### config.mk
export PLATFORM = sky130hd
export DESIGN_NAME = gpio_port
export DESIGN_NICKNAME = d
export VERILOG_FILES = /design/src/gpio_pkg.sv /design/src/gpio_pin_if.sv /design/src/gpio_pin_slice.sv /design/src/gpio_port.sv
export SDC_FILE = /design/constraint.sdc
export NUM_CORES = 1
export LEC_CHECK = 0
export BUFFER_PORTS_ARGS = -buffer_cell sky130_fd_sc_hd__buf_2
export CELL_PAD_IN_SITES_DETAIL_PLACEMENT = 0
export CELL_PAD_IN_SITES_GLOBAL_PLACEMENT = 1
export CORE_UTILIZATION = 45
export CTS_CLUSTER_SIZE = 10
export DETAILED_ROUTE_END_ITERATION = 10
export GPL_TIMING_DRIVEN = 0
export MAX_ROUTING_LAYER = met4
export PLACE_DENSITY = 0.89
export SLEW_MARGIN = 15
export SYNTH_ARGS = -nofsm -noshare
export SYNTH_HDL_FRONTEND = slang
export SYNTH_SLANG_ARGS = --single-unit
### constraint.sdc
create_clock -name i_clk_sys -period 10.1 [get_ports i_clk_sys]
set_input_delay 2.02 -clock i_clk_sys [delete_from_list [all_inputs] [get_ports i_clk_sys]]
set_output_delay 2.02 -clock i_clk_sys [all_outputs]
set_load 0.01 [all_outputs]
### src/gpio_pkg.sv
// GPIO port package: register map, field layouts, reset values.
// Assumes an AXI4-Lite register bus with 32-bit data.
package gpio_pkg;

	// ---------------------------------------------------------------
	// Register map (byte addresses)
	// ---------------------------------------------------------------
	localparam logic [7:0] ADDR_VALUE     = 8'h00;
	localparam logic [7:0] ADDR_DIRECTION = 8'h04;
	localparam logic [7:0] ADDR_STYLE     = 8'h08;
	localparam logic [7:0] ADDR_IRQ_OPT   = 8'h0c;
	localparam logic [7:0] ADDR_IRQ_STAT  = 8'h10;
	localparam logic [7:0] ADDR_IRQ_MASK  = 8'h14;
	localparam logic [7:0] ADDR_ANALOG    = 8'h18;

	// ---------------------------------------------------------------
	// Field positions of the interrupt option register
	// ---------------------------------------------------------------
	localparam int IRQ_OPT_LEVEL_BIT = 6;
	localparam int IRQ_OPT_RISE_BIT  = 5;
	localparam int IRQ_OPT_ALLOW_BIT = 4;

	// Widths and reset values
	localparam int          PIN_COUNT  = 8;
	localparam logic [7:0]  PORT_RESET = 8'h00;
	localparam logic [1:0]  RESP_OKAY  = 2'h0;
	localparam logic [1:0]  RESP_SLVERR = 2'h2;

	// Per-pin configuration decoded from direction, style, value
	typedef enum {
		GPIO_IN_PULL,
		GPIO_IN_FLOAT,
		GPIO_IN_IRQ,
		GPIO_IN_ANALOG,
		GPIO_OUT_OPEN,
		GPIO_OUT_PUSH
	} gpio_mode_t;

endpackage : gpio_pkg

### src/gpio_pin_if.sv
// Interface between the port core and one pin slice.
// Assumes a single clock domain; no clocking block.
`timescale 1ns/1ps
interface gpio_pin_if;
	logic cfg_dir;   // Direction bit
	logic cfg_style; // Style bit
	logic cfg_val;   // Value latch bit
	logic pin_sync;  // Synchronised pin level
	logic drv_low;   // N-side drive
	logic drv_high;  // P-side drive
	logic pull_en;   // Pull-up enable
	logic irq_en;    // Pin attached to interrupt logic
	logic analog_en; // Pin routed to converter

	modport core (output cfg_dir, cfg_style, cfg_val,
		input pin_sync, drv_low, drv_high, pull_en, irq_en, analog_en);
	modport slice (input cfg_dir, cfg_style, cfg_val,
		output pin_sync, drv_low, drv_high, pull_en, irq_en, analog_en);
endinterface : gpio_pin_if

### src/gpio_pin_slice.sv
// One pin slice: input synchroniser and mode decode.
// Assumes configuration bits come from core-clock registers.
`timescale 1ns/1ps
module gpio_pin_slice (
	// Clock and reset
	input  wire logic i_clk_sys,
	input  wire logic i_rst,
	// Raw pin level
	input  wire logic i_pin,
	// Core side
	gpio_pin_if.slice pin
);
	logic sync1_reg;
	logic sync2_reg;
	gpio_pkg::gpio_mode_t mode;

	// Two-flop synchroniser, reset to pulled-up idle: no false edge
	always_ff @(posedge i_clk_sys or posedge i_rst) begin
		if (i_rst) begin
			sync1_reg <= 1'b1;
			sync2_reg <= 1'b1;
		end else begin
			sync1_reg <= i_pin;
			sync2_reg <= sync1_reg;
		end
	end
	assign pin.pin_sync = sync2_reg;

	// Mode decode from direction, style and value
	always_comb begin
		if (!pin.cfg_dir && !pin.cfg_style && !pin.cfg_val)
			mode = gpio_pkg::GPIO_IN_PULL;
		else if (!pin.cfg_dir && !pin.cfg_style)
			mode = gpio_pkg::GPIO_IN_FLOAT;
		else if (!pin.cfg_dir && !pin.cfg_val)
			mode = gpio_pkg::GPIO_IN_IRQ;
		else if (!pin.cfg_dir)
			mode = gpio_pkg::GPIO_IN_ANALOG;
		else if (!pin.cfg_style)
			mode = gpio_pkg::GPIO_OUT_OPEN;
		else
			mode = gpio_pkg::GPIO_OUT_PUSH;
	end

	// Output stage: one push-pull stage, P side gated for open drain
	assign pin.drv_low   = pin.cfg_dir && !pin.cfg_val;
	assign pin.drv_high  = (mode == gpio_pkg::GPIO_OUT_PUSH)
		&& pin.cfg_val;
	assign pin.pull_en   = (mode == gpio_pkg::GPIO_IN_PULL)
		|| (mode == gpio_pkg::GPIO_IN_IRQ);
	assign pin.irq_en    = (mode == gpio_pkg::GPIO_IN_IRQ);
	assign pin.analog_en = (mode == gpio_pkg::GPIO_IN_ANALOG);

	// ---------------------------------------------------------------
	// Assertions
	// ---------------------------------------------------------------
	property p_sync_delay;
		@(posedge i_clk_sys) disable iff (i_rst)
		##2 (sync2_reg == $past(i_pin, 2));
	endproperty
	a_sync_delay: assert property (p_sync_delay)
		else $error("pin synchroniser delay wrong");

	property p_open_no_high;
		@(posedge i_clk_sys) disable iff (i_rst)
		(pin.cfg_dir && !pin.cfg_style) |-> !pin.drv_high;
	endproperty
	a_open_no_high: assert property (p_open_no_high)
		else $error("open drain drives high");

	property p_input_no_drive;
		@(posedge i_clk_sys) disable iff (i_rst)
		!pin.cfg_dir |-> !(pin.drv_low || pin.drv_high);
	endproperty
	a_input_no_drive: assert property (p_input_no_drive)
		else $error("input pin is driven");
endmodule : gpio_pin_slice

### src/gpio_port.sv
// Eight-pin general-purpose port with AXI4-Lite register access.
// Assumes one core clock and an async active-high reset.
//
// What this block does
// - Reset clears all port registers: pull-up input, no interrupt.
// - Bit n of each register except interrupt option controls only pin n.
// - Direction 0 means input; value reads return live pin level.
// - Direction 1 means output; value reads return the latch.
// - Input, style 0: value 0 pull-up, value 1 floating; no interrupt.
// - Input, style 1, value 0: pull-up plus interrupt attachment.
// - Input, style 1, value 1: analog input routed to converter.
// - Output, style 0: open drain, 0 pulls low, 1 floats.
// - Output, style 1: push-pull, drives value level.
// - Open drain is push-pull stage with high side disabled.
// - Each input attachable to interrupts; trigger chosen per port.
// - Pin requests only while global interrupt allow bit is set.
`timescale 1ns/1ps
module gpio_port (
	// Clock and reset
	input  wire logic        i_clk_sys,
	input  wire logic        i_rst,
	// AXI4-Lite write address and data
	input  wire logic [7:0]  i_awaddr,
	input  wire logic        i_awvalid,
	output logic             o_awready,
	input  wire logic [31:0] i_wdata,
	input  wire logic [3:0]  i_wstrb,
	input  wire logic        i_wvalid,
	output logic             o_wready,
	// AXI4-Lite write response
	output logic [1:0]       o_bresp,
	output logic             o_bvalid,
	input  wire logic        i_bready,
	// AXI4-Lite read
	input  wire logic [7:0]  i_araddr,
	input  wire logic        i_arvalid,
	output logic             o_arready,
	output logic [31:0]      o_rdata,
	output logic [1:0]       o_rresp,
	output logic             o_rvalid,
	input  wire logic        i_rready,
	// Port pins
	input  wire logic [7:0]  i_pin,
	output logic [7:0]       o_pin,
	output logic [7:0]       o_pin_oe,
	output logic [7:0]       o_pull_en,
	// Converter routing and interrupts
	output logic [7:0]       o_analog_sel,
	output logic [7:0]       o_pin_irq,
	output logic             o_irq
);
	// ---------------------------------------------------------------
	// Registers
	// ---------------------------------------------------------------
	logic [7:0]  value_reg;     // pin_value_bits latch
	logic [7:0]  direction_reg; // pin_direction_bits
	logic [7:0]  style_reg;     // pin_style_bits
	logic [7:0]  irq_opt_reg;   // irq_option_reg
	logic [7:0]  irq_stat_reg;
	logic [7:0]  irq_mask_reg;
	logic [7:0]  pin_prev_reg;
	logic [7:0]  aw_addr_reg;
	logic [31:0] w_data_reg;
	logic [3:0]  w_strb_reg;
	logic        aw_have_reg;
	logic        w_have_reg;

	logic [7:0]  pin_sync;
	logic [7:0]  drv_low;
	logic [7:0]  drv_high;
	logic [7:0]  pull_en;
	logic [7:0]  irq_en;
	logic [7:0]  analog_en;
	logic [7:0]  trig;
	logic [7:0]  value_rd;
	logic [7:0]  rd_byte;
	logic        rd_ok;
	logic        wr_fire;
	logic        wr_ok;
	logic        rd_fire;
	logic        stat_rd;
	logic        global_irq_allow;
	logic        wr_lane0;
	logic        irq_any;

	// ---------------------------------------------------------------
	// Pin slices
	// ---------------------------------------------------------------
	genvar g;
	generate
		for (g = 0; g < gpio_pkg::PIN_COUNT; g++) begin : g_pin
			gpio_pin_if pif ();
			// Bit g of each register feeds pin g only
			assign pif.cfg_dir   = direction_reg[g];
			assign pif.cfg_style = style_reg[g];
			assign pif.cfg_val   = value_reg[g];
			assign pin_sync[g]   = pif.pin_sync;
			assign drv_low[g]    = pif.drv_low;
			assign drv_high[g]   = pif.drv_high;
			assign pull_en[g]    = pif.pull_en;
			assign irq_en[g]     = pif.irq_en;
			assign analog_en[g]  = pif.analog_en;
			gpio_pin_slice u_slice (
				.i_clk_sys (i_clk_sys),
				.i_rst     (i_rst),
				.i_pin     (i_pin[g]),
				.pin       (pif.slice)
			);
		end
	endgenerate

	// ---------------------------------------------------------------
	// Bus handshake
	// ---------------------------------------------------------------
	assign wr_fire  = aw_have_reg && w_have_reg && !o_bvalid;
	assign rd_fire  = i_arvalid && o_arready;
	assign wr_lane0 = w_strb_reg[0];
	assign wr_ok    = (aw_addr_reg == gpio_pkg::ADDR_VALUE)
		|| (aw_addr_reg == gpio_pkg::ADDR_DIRECTION)
		|| (aw_addr_reg == gpio_pkg::ADDR_STYLE)
		|| (aw_addr_reg == gpio_pkg::ADDR_IRQ_OPT)
		|| (aw_addr_reg == gpio_pkg::ADDR_IRQ_STAT)
		|| (aw_addr_reg == gpio_pkg::ADDR_IRQ_MASK)
		|| (aw_addr_reg == gpio_pkg::ADDR_ANALOG);

	// Write address and data capture, in either order
	always_ff @(posedge i_clk_sys or posedge i_rst) begin
		if (i_rst) begin
			o_awready   <= 1'b1;
			o_wready    <= 1'b1;
			aw_have_reg <= 1'b0;
			w_have_reg  <= 1'b0;
			aw_addr_reg <= 8'h00;
			w_data_reg  <= 32'h0000_0000;
			w_strb_reg  <= 4'h0;
		end else begin
			if (i_awvalid && o_awready) begin
				aw_addr_reg <= i_awaddr;
				aw_have_reg <= 1'b1;
				o_awready   <= 1'b0;
			end else if (wr_fire) begin
				aw_have_reg <= 1'b0;
			end
			if (i_wvalid && o_wready) begin
				w_data_reg <= i_wdata;
				w_strb_reg <= i_wstrb;
				w_have_reg <= 1'b1;
				o_wready   <= 1'b0;
			end else if (wr_fire) begin
				w_have_reg <= 1'b0;
			end
			if (o_bvalid && i_bready) begin
				o_awready <= 1'b1;
				o_wready  <= 1'b1;
			end
		end
	end

	// Write response
	always_ff @(posedge i_clk_sys or posedge i_rst) begin
		if (i_rst) begin
			o_bvalid <= 1'b0;
			o_bresp  <= gpio_pkg::RESP_OKAY;
		end else if (wr_fire) begin
			o_bvalid <= 1'b1;
			o_bresp  <= wr_ok ? gpio_pkg::RESP_OKAY : gpio_pkg::RESP_SLVERR;
		end else if (i_bready) begin
			o_bvalid <= 1'b0;
		end
	end

	// ---------------------------------------------------------------
	// Configuration registers
	// ---------------------------------------------------------------
	always_ff @(posedge i_clk_sys or posedge i_rst) begin
		if (i_rst) begin
			value_reg     <= gpio_pkg::PORT_RESET;
			direction_reg <= gpio_pkg::PORT_RESET;
			style_reg     <= gpio_pkg::PORT_RESET;
			irq_opt_reg   <= gpio_pkg::PORT_RESET;
			irq_mask_reg  <= gpio_pkg::PORT_RESET;
		end else if (wr_fire && wr_lane0) begin
			if (aw_addr_reg == gpio_pkg::ADDR_VALUE)
				value_reg <= w_data_reg[7:0];
			else if (aw_addr_reg == gpio_pkg::ADDR_DIRECTION)
				direction_reg <= w_data_reg[7:0];
			else if (aw_addr_reg == gpio_pkg::ADDR_STYLE)
				style_reg <= w_data_reg[7:0];
			else if (aw_addr_reg == gpio_pkg::ADDR_IRQ_OPT)
				irq_opt_reg <= w_data_reg[7:0] & 8'h70;
			else if (aw_addr_reg == gpio_pkg::ADDR_IRQ_MASK)
				irq_mask_reg <= w_data_reg[7:0];
		end
	end

	// ---------------------------------------------------------------
	// Read path
	// ---------------------------------------------------------------
	// Inputs read the live level, outputs the latch
	assign value_rd = (direction_reg & value_reg)
		| (~direction_reg & pin_sync);

	// Read data select
	always_comb begin
		rd_ok   = 1'b1;
		rd_byte = 8'h00;
		if (i_araddr == gpio_pkg::ADDR_VALUE)
			rd_byte = value_rd;
		else if (i_araddr == gpio_pkg::ADDR_DIRECTION)
			rd_byte = direction_reg;
		else if (i_araddr == gpio_pkg::ADDR_STYLE)
			rd_byte = style_reg;
		else if (i_araddr == gpio_pkg::ADDR_IRQ_OPT)
			rd_byte = irq_opt_reg;
		else if (i_araddr == gpio_pkg::ADDR_IRQ_STAT)
			rd_byte = irq_stat_reg;
		else if (i_araddr == gpio_pkg::ADDR_IRQ_MASK)
			rd_byte = irq_mask_reg;
		else if (i_araddr == gpio_pkg::ADDR_ANALOG)
			rd_byte = analog_en;
		else
			rd_ok = 1'b0;
	end
	assign stat_rd = rd_fire && (i_araddr == gpio_pkg::ADDR_IRQ_STAT);

	// Read channel, one outstanding read
	always_ff @(posedge i_clk_sys or posedge i_rst) begin
		if (i_rst) begin
			o_arready <= 1'b1;
			o_rvalid  <= 1'b0;
			o_rdata   <= 32'h0000_0000;
			o_rresp   <= gpio_pkg::RESP_OKAY;
		end else if (rd_fire) begin
			o_arready <= 1'b0;
			o_rvalid  <= 1'b1;
			o_rdata   <= {24'h000000, rd_byte};
			o_rresp   <= rd_ok ? gpio_pkg::RESP_OKAY : gpio_pkg::RESP_SLVERR;
		end else if (o_rvalid && i_rready) begin
			o_rvalid  <= 1'b0;
			o_arready <= 1'b1;
		end
	end

	// ---------------------------------------------------------------
	// Interrupt detection
	// ---------------------------------------------------------------
	assign global_irq_allow = irq_opt_reg[gpio_pkg::IRQ_OPT_ALLOW_BIT];
	assign irq_any          = |(irq_stat_reg & irq_mask_reg);

	// Previous synchronised level for edge detection
	always_ff @(posedge i_clk_sys or posedge i_rst) begin
		if (i_rst)
			pin_prev_reg <= 8'hff;
		else
			pin_prev_reg <= pin_sync;
	end

	// Per-port trigger: low level, rising or falling edge
	always_comb begin
		if (irq_opt_reg[gpio_pkg::IRQ_OPT_LEVEL_BIT])
			trig = ~pin_sync;
		else if (irq_opt_reg[gpio_pkg::IRQ_OPT_RISE_BIT])
			trig = pin_sync & ~pin_prev_reg;
		else
			trig = ~pin_sync & pin_prev_reg;
	end

	// Sticky status, cleared by read; a new event wins
	always_ff @(posedge i_clk_sys or posedge i_rst) begin
		if (i_rst)
			irq_stat_reg <= 8'h00;
		else
			irq_stat_reg <= (stat_rd ? 8'h00 : irq_stat_reg)
				| (trig & irq_en & {8{global_irq_allow}});
	end

	// ---------------------------------------------------------------
	// Pin outputs, all registered
	// ---------------------------------------------------------------
	always_ff @(posedge i_clk_sys or posedge i_rst) begin
		if (i_rst) begin
			o_pin        <= 8'h00;
			o_pin_oe     <= 8'h00;
			o_pull_en    <= 8'hff;
			o_analog_sel <= 8'h00;
			o_pin_irq    <= 8'h00;
			o_irq        <= 1'b0;
		end else begin
			o_pin        <= drv_high;
			o_pin_oe     <= drv_low | drv_high;
			o_pull_en    <= pull_en;
			o_analog_sel <= analog_en;
			o_pin_irq    <= trig & irq_en & {8{global_irq_allow}};
			o_irq        <= irq_any;
		end
	end

	// ---------------------------------------------------------------
	// Assertions
	// ---------------------------------------------------------------
	property p_no_irq_when_blocked;
		@(posedge i_clk_sys) disable iff (i_rst)
		!global_irq_allow |=> (o_pin_irq == 8'h00);
	endproperty
	a_no_irq_when_blocked: assert property (p_no_irq_when_blocked)
		else $error("pin request while global allow clear");

	property p_read_input_live;
		@(posedge i_clk_sys) disable iff (i_rst)
		(rd_fire && i_araddr == gpio_pkg::ADDR_VALUE)
		|=> (o_rdata[7:0] == $past(value_rd));
	endproperty
	a_read_input_live: assert property (p_read_input_live)
		else $error("value read mismatch");

	property p_out_latch;
		@(posedge i_clk_sys) disable iff (i_rst)
		(direction_reg[0] && style_reg[0]) ##1 (direction_reg[0]
			&& style_reg[0] && $stable(value_reg[0]))
		|-> (o_pin[0] == value_reg[0] && o_pin_oe[0]);
	endproperty
	a_out_latch: assert property (p_out_latch)
		else $error("push-pull pin not following latch");

	property p_open_drain;
		@(posedge i_clk_sys) disable iff (i_rst)
		(direction_reg[1] && !style_reg[1]) |=> (o_pin[1] == 1'b0
			&& o_pin_oe[1] == !$past(value_reg[1]));
	endproperty
	a_open_drain: assert property (p_open_drain)
		else $error("open drain behaviour wrong");

	property p_irq_level;
		@(posedge i_clk_sys) disable iff (i_rst)
		##1 (o_irq == $past(irq_any));
	endproperty
	a_irq_level: assert property (p_irq_level)
		else $error("interrupt output wrong");

	property p_analog_route;
		@(posedge i_clk_sys) disable iff (i_rst)
		(!direction_reg[2] && style_reg[2] && value_reg[2])
		|=> o_analog_sel[2] && !o_pull_en[2];
	endproperty
	a_analog_route: assert property (p_analog_route)
		else $error("analog routing wrong");

	property p_reset_state;
		@(posedge i_clk_sys)
		$fell(i_rst) |-> (direction_reg == 8'h00 && o_pull_en == 8'hff);
	endproperty
	a_reset_state: assert property (p_reset_state)
		else $error("reset state wrong");

	property p_no_irq_detach;
		@(posedge i_clk_sys) disable iff (i_rst)
		(!style_reg[3] || direction_reg[3]) |=> !o_pin_irq[3];
	endproperty
	a_no_irq_detach: assert property (p_no_irq_detach)
		else $error("request from detached pin");

	c_write: cover property (@(posedge i_clk_sys) o_bvalid && i_bready);
	c_read: cover property (@(posedge i_clk_sys) o_rvalid && i_rready);
	c_irq: cover property (@(posedge i_clk_sys) $rose(o_irq));
	c_stat_clear: cover property (@(posedge i_clk_sys) stat_rd
		&& irq_stat_reg != 8'h00);
endmodule : gpio_port

=== After elaboration in Yosys (flattened, before gate mapping) ===
Index checks and enable logic that the tools add are counted.

* Eq/ne operators: 36
* Muxes and demuxes: 72
* Bitwise logic cells: 17
* Reduce and logical (&&, ||, !) cells: 110

{| class="wikitable"
|+ Operator list
! kind !! count
|-
| $mux 32 || 32
|-
| $eq 32x3->1 const B || 16
|-
| $eq 32x4->1 const B || 8
|-
| $logic_not 32->1 || 8
|-
| $mux 8 || 10
|-
| $and 8x8->8 || 7
|-
| $logic_and 1x1->1 || 49
|-
| $eq 8x5->1 const B || 6
|-
| $eq 8x4->1 const B || 4
|-
| $mux 1 || 28
|-
| $logic_not 1->1 || 25
|-
| $not 8->8 || 3
|-
| $or 8x8->8 || 3
|-
| $eq 8x3->1 const B || 2
|-
| $logic_not 8->1 || 2
|-
| $logic_or 1x1->1 || 14
|-
| $reduce_bool 2->1 || 6
|-
| $reduce_or 8->1 || 1
|-
| $reduce_and 6->1 || 1
|-
| $reduce_and 5->1 || 1
|-
| $mux 2 || 2
|-
| $not 1->1 || 4
|-
| $reduce_and 4->1 || 1
|-
| $reduce_and 3->1 || 1
|-
| $reduce_and 2->1 || 1
|}

* Register bits: 144
* Input port bits: 67

=== Logic depth before layout (Yosys ltp) ===
Gate-level depths: netlist of run 1.

* Word-level depth: 13
* Depth in mapped cells: 6
* Mapped depth without buffers: 4

=== Modules after synthesis ===
Synthesis of run 1 repeated with hierarchy kept, for this count alone.

* Cells, all modules: 494
* Area total of the unflattened synthesis: 6115.9 µm²

{| class="wikitable"
|+ Modules (own cells, without submodules)
! module !! times used !! cells an instance !! area each (µm²) !! seq. area each (µm²)
|-
| gpio_port || 1 || 430 || 5405.2 || 3176.8
|-
| gpio_pin_slice || 8 || 8 || 88.8 || 52.6
|}

=== Least setup slack after synthesis of run 1 ===
OpenSTA, ideal clock, no wires.

* Kind: input-to-reg
* From: input i_araddr[5]
* To: register o_rdata[5]
* Library setup time: 0.087 ns
* Arrival: 3.446 ns
* Path slack: 6.568 ns
* Stages: 5
* Path buffers: 1
* Cells stage by stage: or4_1 or2_2 clkbuf_1 or3_1 o211ai_1

* Cells in the longest elaborated chain, start to end: 8
* Elaborated cells between the ends (all ways): 14

{| class="wikitable"
|+ Ends and longest elaborated chain
! item !! RTL line !! RTL
|-
| start: declaration || gpio_port.sv:35 || <nowiki>input wire logic [7:0] i_araddr,</nowiki>
|-
| $eq 8x5->1 || gpio_port.sv:219 || <nowiki>else if (i_araddr == gpio_pkg::ADDR_ANALOG)</nowiki>
|-
| $mux 8 || gpio_port.sv:219 ||
|-
| $mux 8 || gpio_port.sv:217 || <nowiki>else if (i_araddr == gpio_pkg::ADDR_IRQ_MASK)</nowiki>
|-
| $mux 8 || gpio_port.sv:215 || <nowiki>else if (i_araddr == gpio_pkg::ADDR_IRQ_STAT)</nowiki>
|-
| $mux 8 || gpio_port.sv:213 || <nowiki>else if (i_araddr == gpio_pkg::ADDR_IRQ_OPT)</nowiki>
|-
| $mux 8 || gpio_port.sv:211 || <nowiki>else if (i_araddr == gpio_pkg::ADDR_STYLE)</nowiki>
|-
| $mux 8 || gpio_port.sv:209 || <nowiki>else if (i_araddr == gpio_pkg::ADDR_DIRECTION)</nowiki>
|-
| $mux 8 * || gpio_port.sv:207 || <nowiki>if (i_araddr == gpio_pkg::ADDR_VALUE)</nowiki>
|-
| end signal: assignment || gpio_port.sv:236 || <nowiki>o_rdata <= {24'h000000, rd_byte};</nowiki>
|-
| end: declaration || gpio_port.sv:38 || <nowiki>output logic [31:0] o_rdata,</nowiki>
|}

Mark *: on every way between the ends. The rest lies on a longest branch, timed or not.
A chain may end at the register's enable or synchronous reset.

=== Worst setup path after layout of run 1 ===
* From: input i_araddr[1]
* To: register o_rdata[5]

The elaborated chain is that of the path after synthesis.

==> results of run 1 <==
worst reg2reg max path: stages (launching register included):
cell and delay (ns):
dfrtp_1 0.38, or4_4 0.58, nor4_4 0.29, nor3b_4 0.66, mux2_2 0.42
final cells by class:
cell class                      instances  area, um^2
Sequential cell                       142        3600
Clock inverter                         13         186
Tap cell                              172         215
Multi-Input combinational cell        302        2150
Clock buffer                           19         453
Fill cell                            1064        5340
Buffer                                 44         263
Inverter                               17        68.8
Timing Repair Buffer                   95         498
logic make-up (layout without fill, tap and decap cells):
| kind of cell | after synthesis | in the layout | share of synthesized area [%] |
|---|---|---|---|
| flip-flops | 142 | 142 | 60.1 |
| AND/OR/NAND/NOR | 111 | 111 | 10.3 |
| AO/OA/AOI/OAI | 103 | 103 | 12.6 |
| multiplexers | 62 | 62 | 11.5 |
| buffers and inverters | 61 | 188 | 5.46 |
| other | 1 | 26 | 0.0627 |
placed cells by master (no fill, tap or decap), types with 13 or more instances in the layout:
| cell type | instances |
|---|---|
| buf_4 | 26 |
| and3_1 | 16 |
| buf_2 | 94 |
| inv_1 | 16 |
| nor2_1 | 19 |
| o21ai_0 | 19 |
| dfstp_2 | 35 |
| conb_1 | 26 |
| clkbuf_1 | 17 |
| a21o_1 | 18 |
| nor2b_1 | 13 |
| dfrtp_1 | 107 |
| clkbuf_16 | 17 |
| mux2_2 | 52 |
| nand2_1 | 33 |
through the flow:
step           hold WS [ns]  utilization, %
5_1_grt               0.361            58.2
6_report              0.354            58.2
3_3_place_gp          0.346            52.9
2_1_floorplan         0.345               -
3_5_place_dp          0.347            53.2
4_1_cts               0.355            58.2
power groups by stage:
stage / clock, mW / combinational, mW / sequential, mW
6_report: 0.668 / 0.157 / 0.705
5_1_grt: 0.699 / 0.174 / 0.714
4_1_cts: 0.675 / 0.158 / 0.705
3_5_place_dp: 0 / 0.158 / 0.714
3_3_place_gp: 0 / 0.151 / 0.707
2_1_floorplan: 0 / 0.107 / 0.699
worst max path at each step:
stage | endpoint | depth (start not counted)
floorplan | aw_addr_reg[0]$_DFFE_PP0P_ | 1
global placement | value_reg[1]$_DFFE_PP0P_ | 2
detailed placement | o_rdata[6]$_DFFE_PP0P_ | 7
CTS | o_rdata[5]$_DFFE_PP0P_ | 6
global route | o_rdata[5]$_DFFE_PP0P_ | 7
finish | o_rdata[5]$_DFFE_PP0P_ | 6
metal layers:
layer	track usage, %	vias to the layer above
li1	-	1959
met1	28.4	2069
met2	34.8	186
met3	5.30	34
met4	9.45	0
met5	-	-
==> impl_metrics.json, run 1 <==
{
  "status": "completed",
  "gp_congestion": 0.892,
  "instances_no_fill": 804,
  "worstMarginPinSlew_ns": 0.748,
  "comb_power_share_pct": 10.2,
  "port_buffers": 94,
  "r2r-start": "aw_addr_reg[1]$_DFFE_PP0P_",
  "num_vias": 4248,
  "clkLatencyLatePin_ns": 0.43,
  "crit_arrival_ns": 3.89,
  "p_int_mw": 1.14,
  "worstSetupPathType": "in -> reg",
  "post_cts_resized": 0,
  "cts_made_buffers": 17,
  "place_hpwl_um": 9270,
  "critical_path.cell_chain": "buf_2 -> or4_1 -> or2_2 -> clkbuf_1 -> or3_1 -> o211ai_1",
  "avgSynthCellArea_um2": 12.5,
  "grt_usage_pct": 22.5,
  "start_util_pct": 46.8,
  "nNetsFinal": 686,
  "placed_area_um2": 6790,
  "seq_power_share_pct": 46.1,
  "clk_pin_slew_ns": 0.06,
  "endpoint_kind": "flop",
  "ant_nets": 0,
  "area_growth_pct": 24.3,
  "slew_violations": 0,
  "vdd_drop_max_uv": 186,
  "wl_per_cell_um": 17.5,
  "critPathMaxFanout": 6,
  "critPathTopFamily": "simple AND/OR/NAND/NOR gates",
  "h-tree-depth": 4,
  "cts-root-buf": "clkbuf_16",
  "min_from": "g_pin[0].u_slice.sync1_reg$_DFF_PP1_",
  "regToRegEndpoint": "value_reg[1]$_DFFE_PP0P_",
  "netlist_top_cells_count": "107 x dfrtp_1, 52 x mux2_2, 35 x dfstp_2",
  "hold_end": "g_pin[0].u_slice.pin.pin_sync$_DFF_PP1_",
  "core_area_um2": 12800,
  "yosys-top-cells-area": "dfrtp_1 45%, dfstp_2 15%, mux2_2 9.8%",
  "fin_tns_setup_ns": 0,
  "r2r_cells": 4,
  "m1WireLength_um": 5900,
  "p_switching_mw": 0.386,
  "synth_top_cell_by_area": "dfrtp_1",
  "dp_cells": 772,
  "startpoint": "i_araddr[1]",
  "grt_max_degree": 73,
  "skew_ns": 0.00668,
  "dieArea_um2": 13800,
  "maxCapViolations": 0,
  "drt_pre_antenna_iters": 5,
  "drt_iter0_markers": 341,
  "clock-sinks": 142,
  "cts_hold_buf": 0,
  "p_per_area_nw_per_um2": 206,
  "synth_area_um2": 5980,
  "hold_path_class": "reg -> reg",
  "p_leak_nw": 3.78,
  "grt_pass1_vias": 4033,
  "drive_above_1_share_pct": 39.1,
  "crit_buf_inv": 2,
  "die_height_um": 117,
  "grt_pass1_wl_um": 21500,
  "cp_slowest_cell": "or4_1",
  "rsz0062_at_grt": "false",
  "wl_met3_um": 1040,
  "ios": 149,
  "met2WireLength_um": 6830,
  "max_freq_mhz": 281,
  "async_flop_share_pct": 100,
  "cts_tree": "yes",
  "cts_max_path_buffers": 2,
  "fin_area_um2": 7430,
  "netlist_instances": 480,
  "clkPwrFrac_pct": 43.7,
  "cp-start-kind": "input port",
  "grt-ovfl-total": 0,
  "synth.ff_latch_count": 142,
  "ys_types": 48,
  "wirelength_um": 14000,
  "finalCritPeriodShare_pct": 35.2,
  "setup_viol": 0,
  "num_rows": 41,
  "p_sw_share_pct": 25.2,
  "highest_layer": "met4",
  "ys_seq_area_share_pct": 60.1,
  "final.setup.worst_slack_ns": 6.54,
  "yosysMostFrequentCell": "dfrtp_1",
  "power_mw": 1.53,
  "yosys.area.top_type_share_pct": 44.8,
  "n_antenna_cell": 0,
  "cp_data_required_time_ns": 10.44,
  "ys.flop_type": "dfrtp_1",
  "postCtsSetupBuffers": 0,
  "die-width_um": 117,
  "viasPerCell": 5.28,
  "slew_headroom_pct": 49.8,
  "ff2ff_setup_slack_ns": 7.64,
  "yosys_warnings": 0,
  "min_path_cells": 0,
  "hold_viol_final": 0,
  "synth-edff-count": 0,
  "drc": 0,
  "critical_path.max_stage_delay_ns": 0.67,
  "pre_cts_ws_ns": 6.16,
  "fin_crit_ns": 3.56,
  "antenna_found_initial": 0
}
Note: power is estimated with default switching activity, not from simulation.
==> run 2: changes to the inputs <==
--- a/config.mk
+++ b/config.mk
@@ -8,12 +8,12 @@
 export BUFFER_PORTS_ARGS = -buffer_cell sky130_fd_sc_hd__buf_2
 export CELL_PAD_IN_SITES_DETAIL_PLACEMENT = 0
 export CELL_PAD_IN_SITES_GLOBAL_PLACEMENT = 1
-export CORE_UTILIZATION = 45
+export CORE_UTILIZATION = 38
 export CTS_CLUSTER_SIZE = 10
 export DETAILED_ROUTE_END_ITERATION = 10
 export GPL_TIMING_DRIVEN = 0
 export MAX_ROUTING_LAYER = met4
-export PLACE_DENSITY = 0.89
+export PLACE_DENSITY = 0.81
 export SLEW_MARGIN = 15
 export SYNTH_ARGS = -nofsm -noshare
 export SYNTH_HDL_FRONTEND = slang
==> constraint.sdc (replaced) <==
create_clock -name i_clk_sys -period 3.25 [get_ports i_clk_sys]
set_input_delay 0.65 -clock i_clk_sys [delete_from_list [all_inputs] [get_ports i_clk_sys]]
set_output_delay 0.65 -clock i_clk_sys [all_outputs]
set_load 0.01 [all_outputs]
==> run 2 against run 1 <==
  * Global-route usage decreased by 2.6 points
  * Cell area increased by 0.66%
  * First-iteration DRC count decreased by 8.5%
  * Critical path type is now reg -> reg
  * Highest routed layer unchanged
==> impl_metrics.json, run 2 (synthesis results as in run 1) <==
{
  "worstSetupPathType": "reg -> reg",
  "cp_data_required_time_ns": 3.55,
  "num_vias": 4209,
  "wl_met3_um": 749,
  "gp_congestion": 0.849,
  "h-tree-depth": 4,
  "skew_ns": 0.00669,
  "grt_usage_pct": 19.9,
  "drt_iter0_markers": 312,
  "p_per_area_nw_per_um2": 614,
  "endpoint_kind": "flop",
  "place_hpwl_um": 10200,
  "viasPerCell": 4.98,
  "max_freq_mhz": 409,
  "dieArea_um2": 16200,
  "worstMarginPinSlew_ns": 0.752,
  "grt_max_degree": 34,
  "cts-root-buf": "clkbuf_16",
  "r2r_cells": 4,
  "clock-sinks": 142,
  "clk_pin_slew_ns": 0.06,
  "m1WireLength_um": 6670,
  "grt-ovfl-total": 0,
  "area_growth_pct": 25.1,
  "drt_pre_antenna_iters": 5,
  "grt_pass1_vias": 4275,
  "num_rows": 45,
  "regToRegEndpoint": "value_reg[3]$_DFFE_PP0P_",
  "core_area_um2": 15300,
  "crit_arrival_ns": 2.74,
  "start_util_pct": 39.2,
  "post_cts_resized": 0,
  "finalCritPeriodShare_pct": 75.1,
  "drc": 0,
  "fin_crit_ns": 2.44,
  "die-width_um": 127,
  "nNetsFinal": 689,
  "rsz0062_at_grt": "false",
  "slew_violations": 0,
  "cts_hold_buf": 0,
  "wirelength_um": 14700,
  "setup.worst_path.end": "value_reg[3]$_DFFE_PP0P_",
  "slew_headroom_pct": 49.5,
  "ff2ff_setup_slack_ns": 0.81,
  "wl_per_cell_um": 17.4,
  "postCtsSetupBuffers": 0,
  "final.setup.worst_slack_ns": 0.808,
  "cts_max_path_buffers": 2,
  "ant_nets": 0,
  "hold_viol_final": 0,
  "n_antenna_cell": 0,
  "cp-start-kind": "flop",
  "hold_path_class": "in -> async",
  "final_common_cell": "dfrtp_1",
  "vdd_drop_max_uv": 383,
  "setup_viol": 0,
  "cts_made_buffers": 17,
  "critPathMaxFanout": 8,
  "maxCapViolations": 0,
  "clkLatencyLatePin_ns": 0.42,
  "die_height_um": 127,
  "antenna_found_initial": 0,
  "status": "completed",
  "startpoint": "aw_addr_reg[1]$_DFFE_PP0P_",
  "port_buffers": 94,
  "cts_tree": "yes",
  "pre_cts_ws_ns": 0.647,
  "drive_above_1_share_pct": 38.7,
  "highest_layer": "met4",
  "grt_pass1_wl_um": 23100,
  "met2WireLength_um": 7010,
  "p_leak_nw": 3.79,
  "fin_tns_setup_ns": 0,
  "layout_common_cells": "107 x dfrtp_1, 94 x buf_2, 52 x mux2_2, 35 x dfstp_2, 33 x nand2_1",
  "ios": 149,
  "r2r-start": "aw_addr_reg[1]$_DFFE_PP0P_"
}
[run 2: changes by cell type in the layout (fill, tap and decap cells not counted), sizes merged]
cell      previous run  this run
clkinvlp             4         1
clkinv               4         5
inv                 18        16
clkbuf              36        42
buf                122       125
bufinv               4         2
[run 2: layer usage]
| metal | up-vias | global-route usage, % |
|---|---|---|
| met5 | - | - |
| met1 | 2095 | 25.7 |
| met3 | 24 | 4.90 |
| met2 | 132 | 30.0 |
| li1 | 1958 | - |
| met4 | 0 | 8.33 |
[run 2: area by class of cell]
class / count / area [um^2]
buffer: 44 / 263
clock buffer: 25 / 495
clock inverter: 7 / 85.1
fill: 1389 / 7780
inverter: 17 / 67.6
multi-input combinational: 302 / 2150
sequential: 142 / 3600
tap: 211 / 264
timing repair buffer: 98 / 558
[run 2: worst min path at each step]
stage	startpoint	to	slack [ns]	cells after the start
global placement	g_pin[4].u_slice.sync1_reg$_DFF_PP1_	g_pin[4].u_slice.pin.pin_sync$_DFF_PP1_	0.35	0
detailed placement	g_pin[1].u_slice.sync1_reg$_DFF_PP1_	g_pin[1].u_slice.pin.pin_sync$_DFF_PP1_	0.35	0
global route	i_pin[6]	g_pin[6].u_slice.sync1_reg$_DFF_PP1_	0.31	1
finish	i_rst	irq_mask_reg[0]$_DFFE_PP0P_	0.30	2
floorplan	g_pin[0].u_slice.sync1_reg$_DFF_PP1_	g_pin[0].u_slice.pin.pin_sync$_DFF_PP1_	0.35	0
CTS	i_rst	o_pin[6]$_DFF_PP0_	0.29	2
[run 2: where the power goes]
| part | internal, mW | total (mW) | switching [mW] | leakage [nW] |
|---|---|---|---|---|
| sequential | 1.99 | 2.19 | 0.206 | 1.82 |
| combinational | 0.250 | 0.501 | 0.251 | 1.68 |
| clock | 1.20 | 1.90 | 0.693 | 0.291 |
[run 2: stage by stage]
step                      instances  hold slack (ns)  total power [mW]  utilization, %  instance area [um^2]
final                           846            0.301              4.59            49.0                  7480
after global routing            846            0.310              4.80            49.0                  7480
after CTS                       846            0.295              4.64            49.0                  7480
after detailed placement        814            0.347              2.72            45.2                  6900
after global placement          810            0.347              2.68            44.7                  6810
after floorplan                 505            0.345              2.51               -                  6080
[run 2: critical path, stage by stage (launching register included)]
cell	delay, ns
dfrtp_1	0.38
or4_4	0.58
nor4_4	0.30
nor3b_4	0.65
mux2_2	0.41
==> run 3: changes to the inputs <==
==> constraint.sdc (replaced) <==
create_clock -name i_clk_sys -period 2.2 [get_ports i_clk_sys]
set_input_delay 0.44 -clock i_clk_sys [delete_from_list [all_inputs] [get_ports i_clk_sys]]
set_output_delay 0.44 -clock i_clk_sys [all_outputs]
set_load 0.01 [all_outputs]
==> run 3 against run 2 <==
  * First-iteration DRC count up 6.4%
  * Global-route usage increased by 0.057 points
  * Register-to-register slack got worse by 0.72 ns
  * Routed wire length up 0.21%
  * Non-clock buffer count rose by 2
  * Sequential power up 48%
  * Combinational power is 48% higher
  * Setup slack lost 0.72 ns
  * Clock skew rose by 0.0013 ns
  * Clock power grew 48%
  * Die area is the same
  * Core utilization is 0.16 points higher
==> impl_metrics.json, run 3 (synthesis results as in run 1) <==
{
  "core_area_um2": 15300,
  "wirelength_um": 14800,
  "worstMarginPinSlew_ns": 0.773,
  "dieArea_um2": 16200,
  "p_leak_nw": 3.80,
  "endpoint_kind": "flop",
  "postLayoutCoreUtil_pct": 49.2,
  "start_util_pct": 39.2,
  "clkLatencyLatePin_ns": 0.42,
  "pre_cts_ws_ns": -0.258,
  "critPathMaxFanout": 4,
  "r2r-start": "aw_addr_reg[1]$_DFFE_PP0P_",
  "port_buffers": 94,
  "drt_pre_antenna_iters": 5,
  "worstSetupPathType": "reg -> reg",
  "rsz0062_at_grt": "false",
  "p_int_mw": 5.08,
  "hold_viol_final": 0,
  "r2r_cells": 5,
  "drt_iter0_markers": 332,
  "hold_path_class": "in -> async",
  "grt_max_degree": 34,
  "vdd_drop_max_uv": 568,
  "num_rows": 45,
  "wl_per_cell_um": 17.4,
  "crit_arrival_ns": 2.41,
  "regToRegEndpoint": "value_reg[1]$_DFFE_PP0P_",
  "cts_hold_buf": 0,
  "nNetsFinal": 691,
  "cts_max_path_buffers": 2,
  "num_vias": 4246,
  "cts-root-buf": "clkbuf_16",
  "viasPerCell": 5.01,
  "p_sw_share_pct": 25.2,
  "area_growth_pct": 25.5,
  "max_freq_mhz": 474,
  "finalCritPeriodShare_pct": 96.0,
  "clock-sinks": 142,
  "skew_ns": 0.00799,
  "p_per_area_nw_per_um2": 905,
  "cp_data_required_time_ns": 2.50,
  "comb_power_share_pct": 10.9,
  "p_switching_mw": 1.71,
  "grt-ovfl-total": 0,
  "cts_made_buffers": 17,
  "ant_nets": 0,
  "layout_common_cells": "107 x dfrtp_1, 94 x buf_2, 52 x mux2_2, 35 x dfstp_2, 32 x nand2_1",
  "fin_crit_ns": 2.11,
  "ff2ff_setup_slack_ns": 0.09,
  "seq_power_share_pct": 47.8,
  "n_antenna_cell": 0,
  "cts_tree": "yes",
  "ios": 149,
  "drive_above_1_share_pct": 39.2,
  "antenna_found_initial": 0,
  "slew_headroom_pct": 48.5,
  "clkPwrFrac_pct": 41.3,
  "grt_usage_pct": 20.0,
  "place_hpwl_um": 10200,
  "grt_pass1_wl_um": 23200,
  "final_common_cell": "dfrtp_1",
  "cp-start-kind": "flop",
  "final.setup.worst_slack_ns": 0.0887,
  "drc": 0,
  "slew_violations": 0,
  "die_height_um": 127,
  "setup_viol": 0,
  "status": "completed",
  "grt_pass1_vias": 4285,
  "gp_congestion": 0.849,
  "maxCapViolations": 0,
  "die-width_um": 127,
  "h-tree-depth": 4,
  "clk_pin_slew_ns": 0.06
}
==> run 3: cell count changes in the layout (fill, tap and decap cells not counted), sizes merged <==
cell	before	now
buf	125	128
clkbuf	42	41
==> run 3: stage by stage <==
stage | hold WS, ns | total power, mW | TNS [ns] | cells | cell area (um^2)
6_report | 0.0877 | 6.79 | 0 | 848 | 7510
3_5_place_dp | 0.347 | 4.02 | -3.85 | 814 | 6900
5_1_grt | 0.0998 | 7.09 | 0 | 848 | 7510
4_1_cts | 0.0850 | 6.86 | 0 | 849 | 7510
2_1_floorplan | 0.345 | 3.70 | 0 | 505 | 6080
3_3_place_gp | 0.347 | 3.96 | -98.21 | 810 | 6810
==> run 3: critical path: stages (launching register included) <==
cell and delay [ns]:
dfrtp_1 0.38, or4_4 0.58, nor4_4 0.24, nor3b_4 0.27, buf_4 0.18, mux2_2 0.33
==> run 3: per-layer routing <==
layer | GRT usage [%] | wire length [um] | up-vias
li1 | - | - | 1960
met3 | 5.11 | 847 | 24
met5 | - | 0 | -
met2 | 30.1 | 7050 | 145
met4 | 8.19 | 250 | 0
met1 | 25.7 | 6610 | 2117
==> run 3: how the worst max path moves through the flow <==
| stage | from | cells after the start | to |
|---|---|---|---|
| floorplan | i_rst | 1 | aw_addr_reg[0]$_DFFE_PP0P_ |
| global placement | i_rst | 2 | w_data_reg[1]$_DFFE_PP0P_ |
| detailed placement | aw_addr_reg[1]$_DFFE_PP0P_ | 4 | value_reg[6]$_DFFE_PP0P_ |
| CTS | aw_addr_reg[1]$_DFFE_PP0P_ | 5 | value_reg[6]$_DFFE_PP0P_ |
| global route | aw_addr_reg[1]$_DFFE_PP0P_ | 5 | value_reg[7]$_DFFE_PP0P_ |
| finish | aw_addr_reg[1]$_DFFE_PP0P_ | 5 | value_reg[1]$_DFFE_PP0P_ |
==> run 3: power groups by stage <==
stage | sequential [mW] | combinational (mW) | clock, mW
3_3_place_gp | 3.26 | 0.699 | 0
4_1_cts | 3.24 | 0.753 | 2.87
6_report | 3.24 | 0.740 | 2.81
5_1_grt | 3.29 | 0.823 | 2.98
3_5_place_dp | 3.28 | 0.748 | 0
2_1_floorplan | 3.21 | 0.491 | 0
==> run 3: layout make-up <==
| class | count | area (um^2) |
|---|---|---|
| plain buffers | 43 | 259 |
| multi-input cells | 302 | 2150 |
| clock buffers | 25 | 495 |
| inverters | 17 | 67.6 |
| repair buffers | 101 | 584 |
| flip-flops and latches | 142 | 3600 |
| clock inverters | 7 | 85.1 |
| well taps | 211 | 264 |
| fillers | 1388 | 7750 |
==> run 3: repair_timing <==
item	4_1_cts	5_1_grt
gates resized for setup	1	1
buffers inserted	3	0
setup endpoints to repair	25	12
pin swaps	2	1
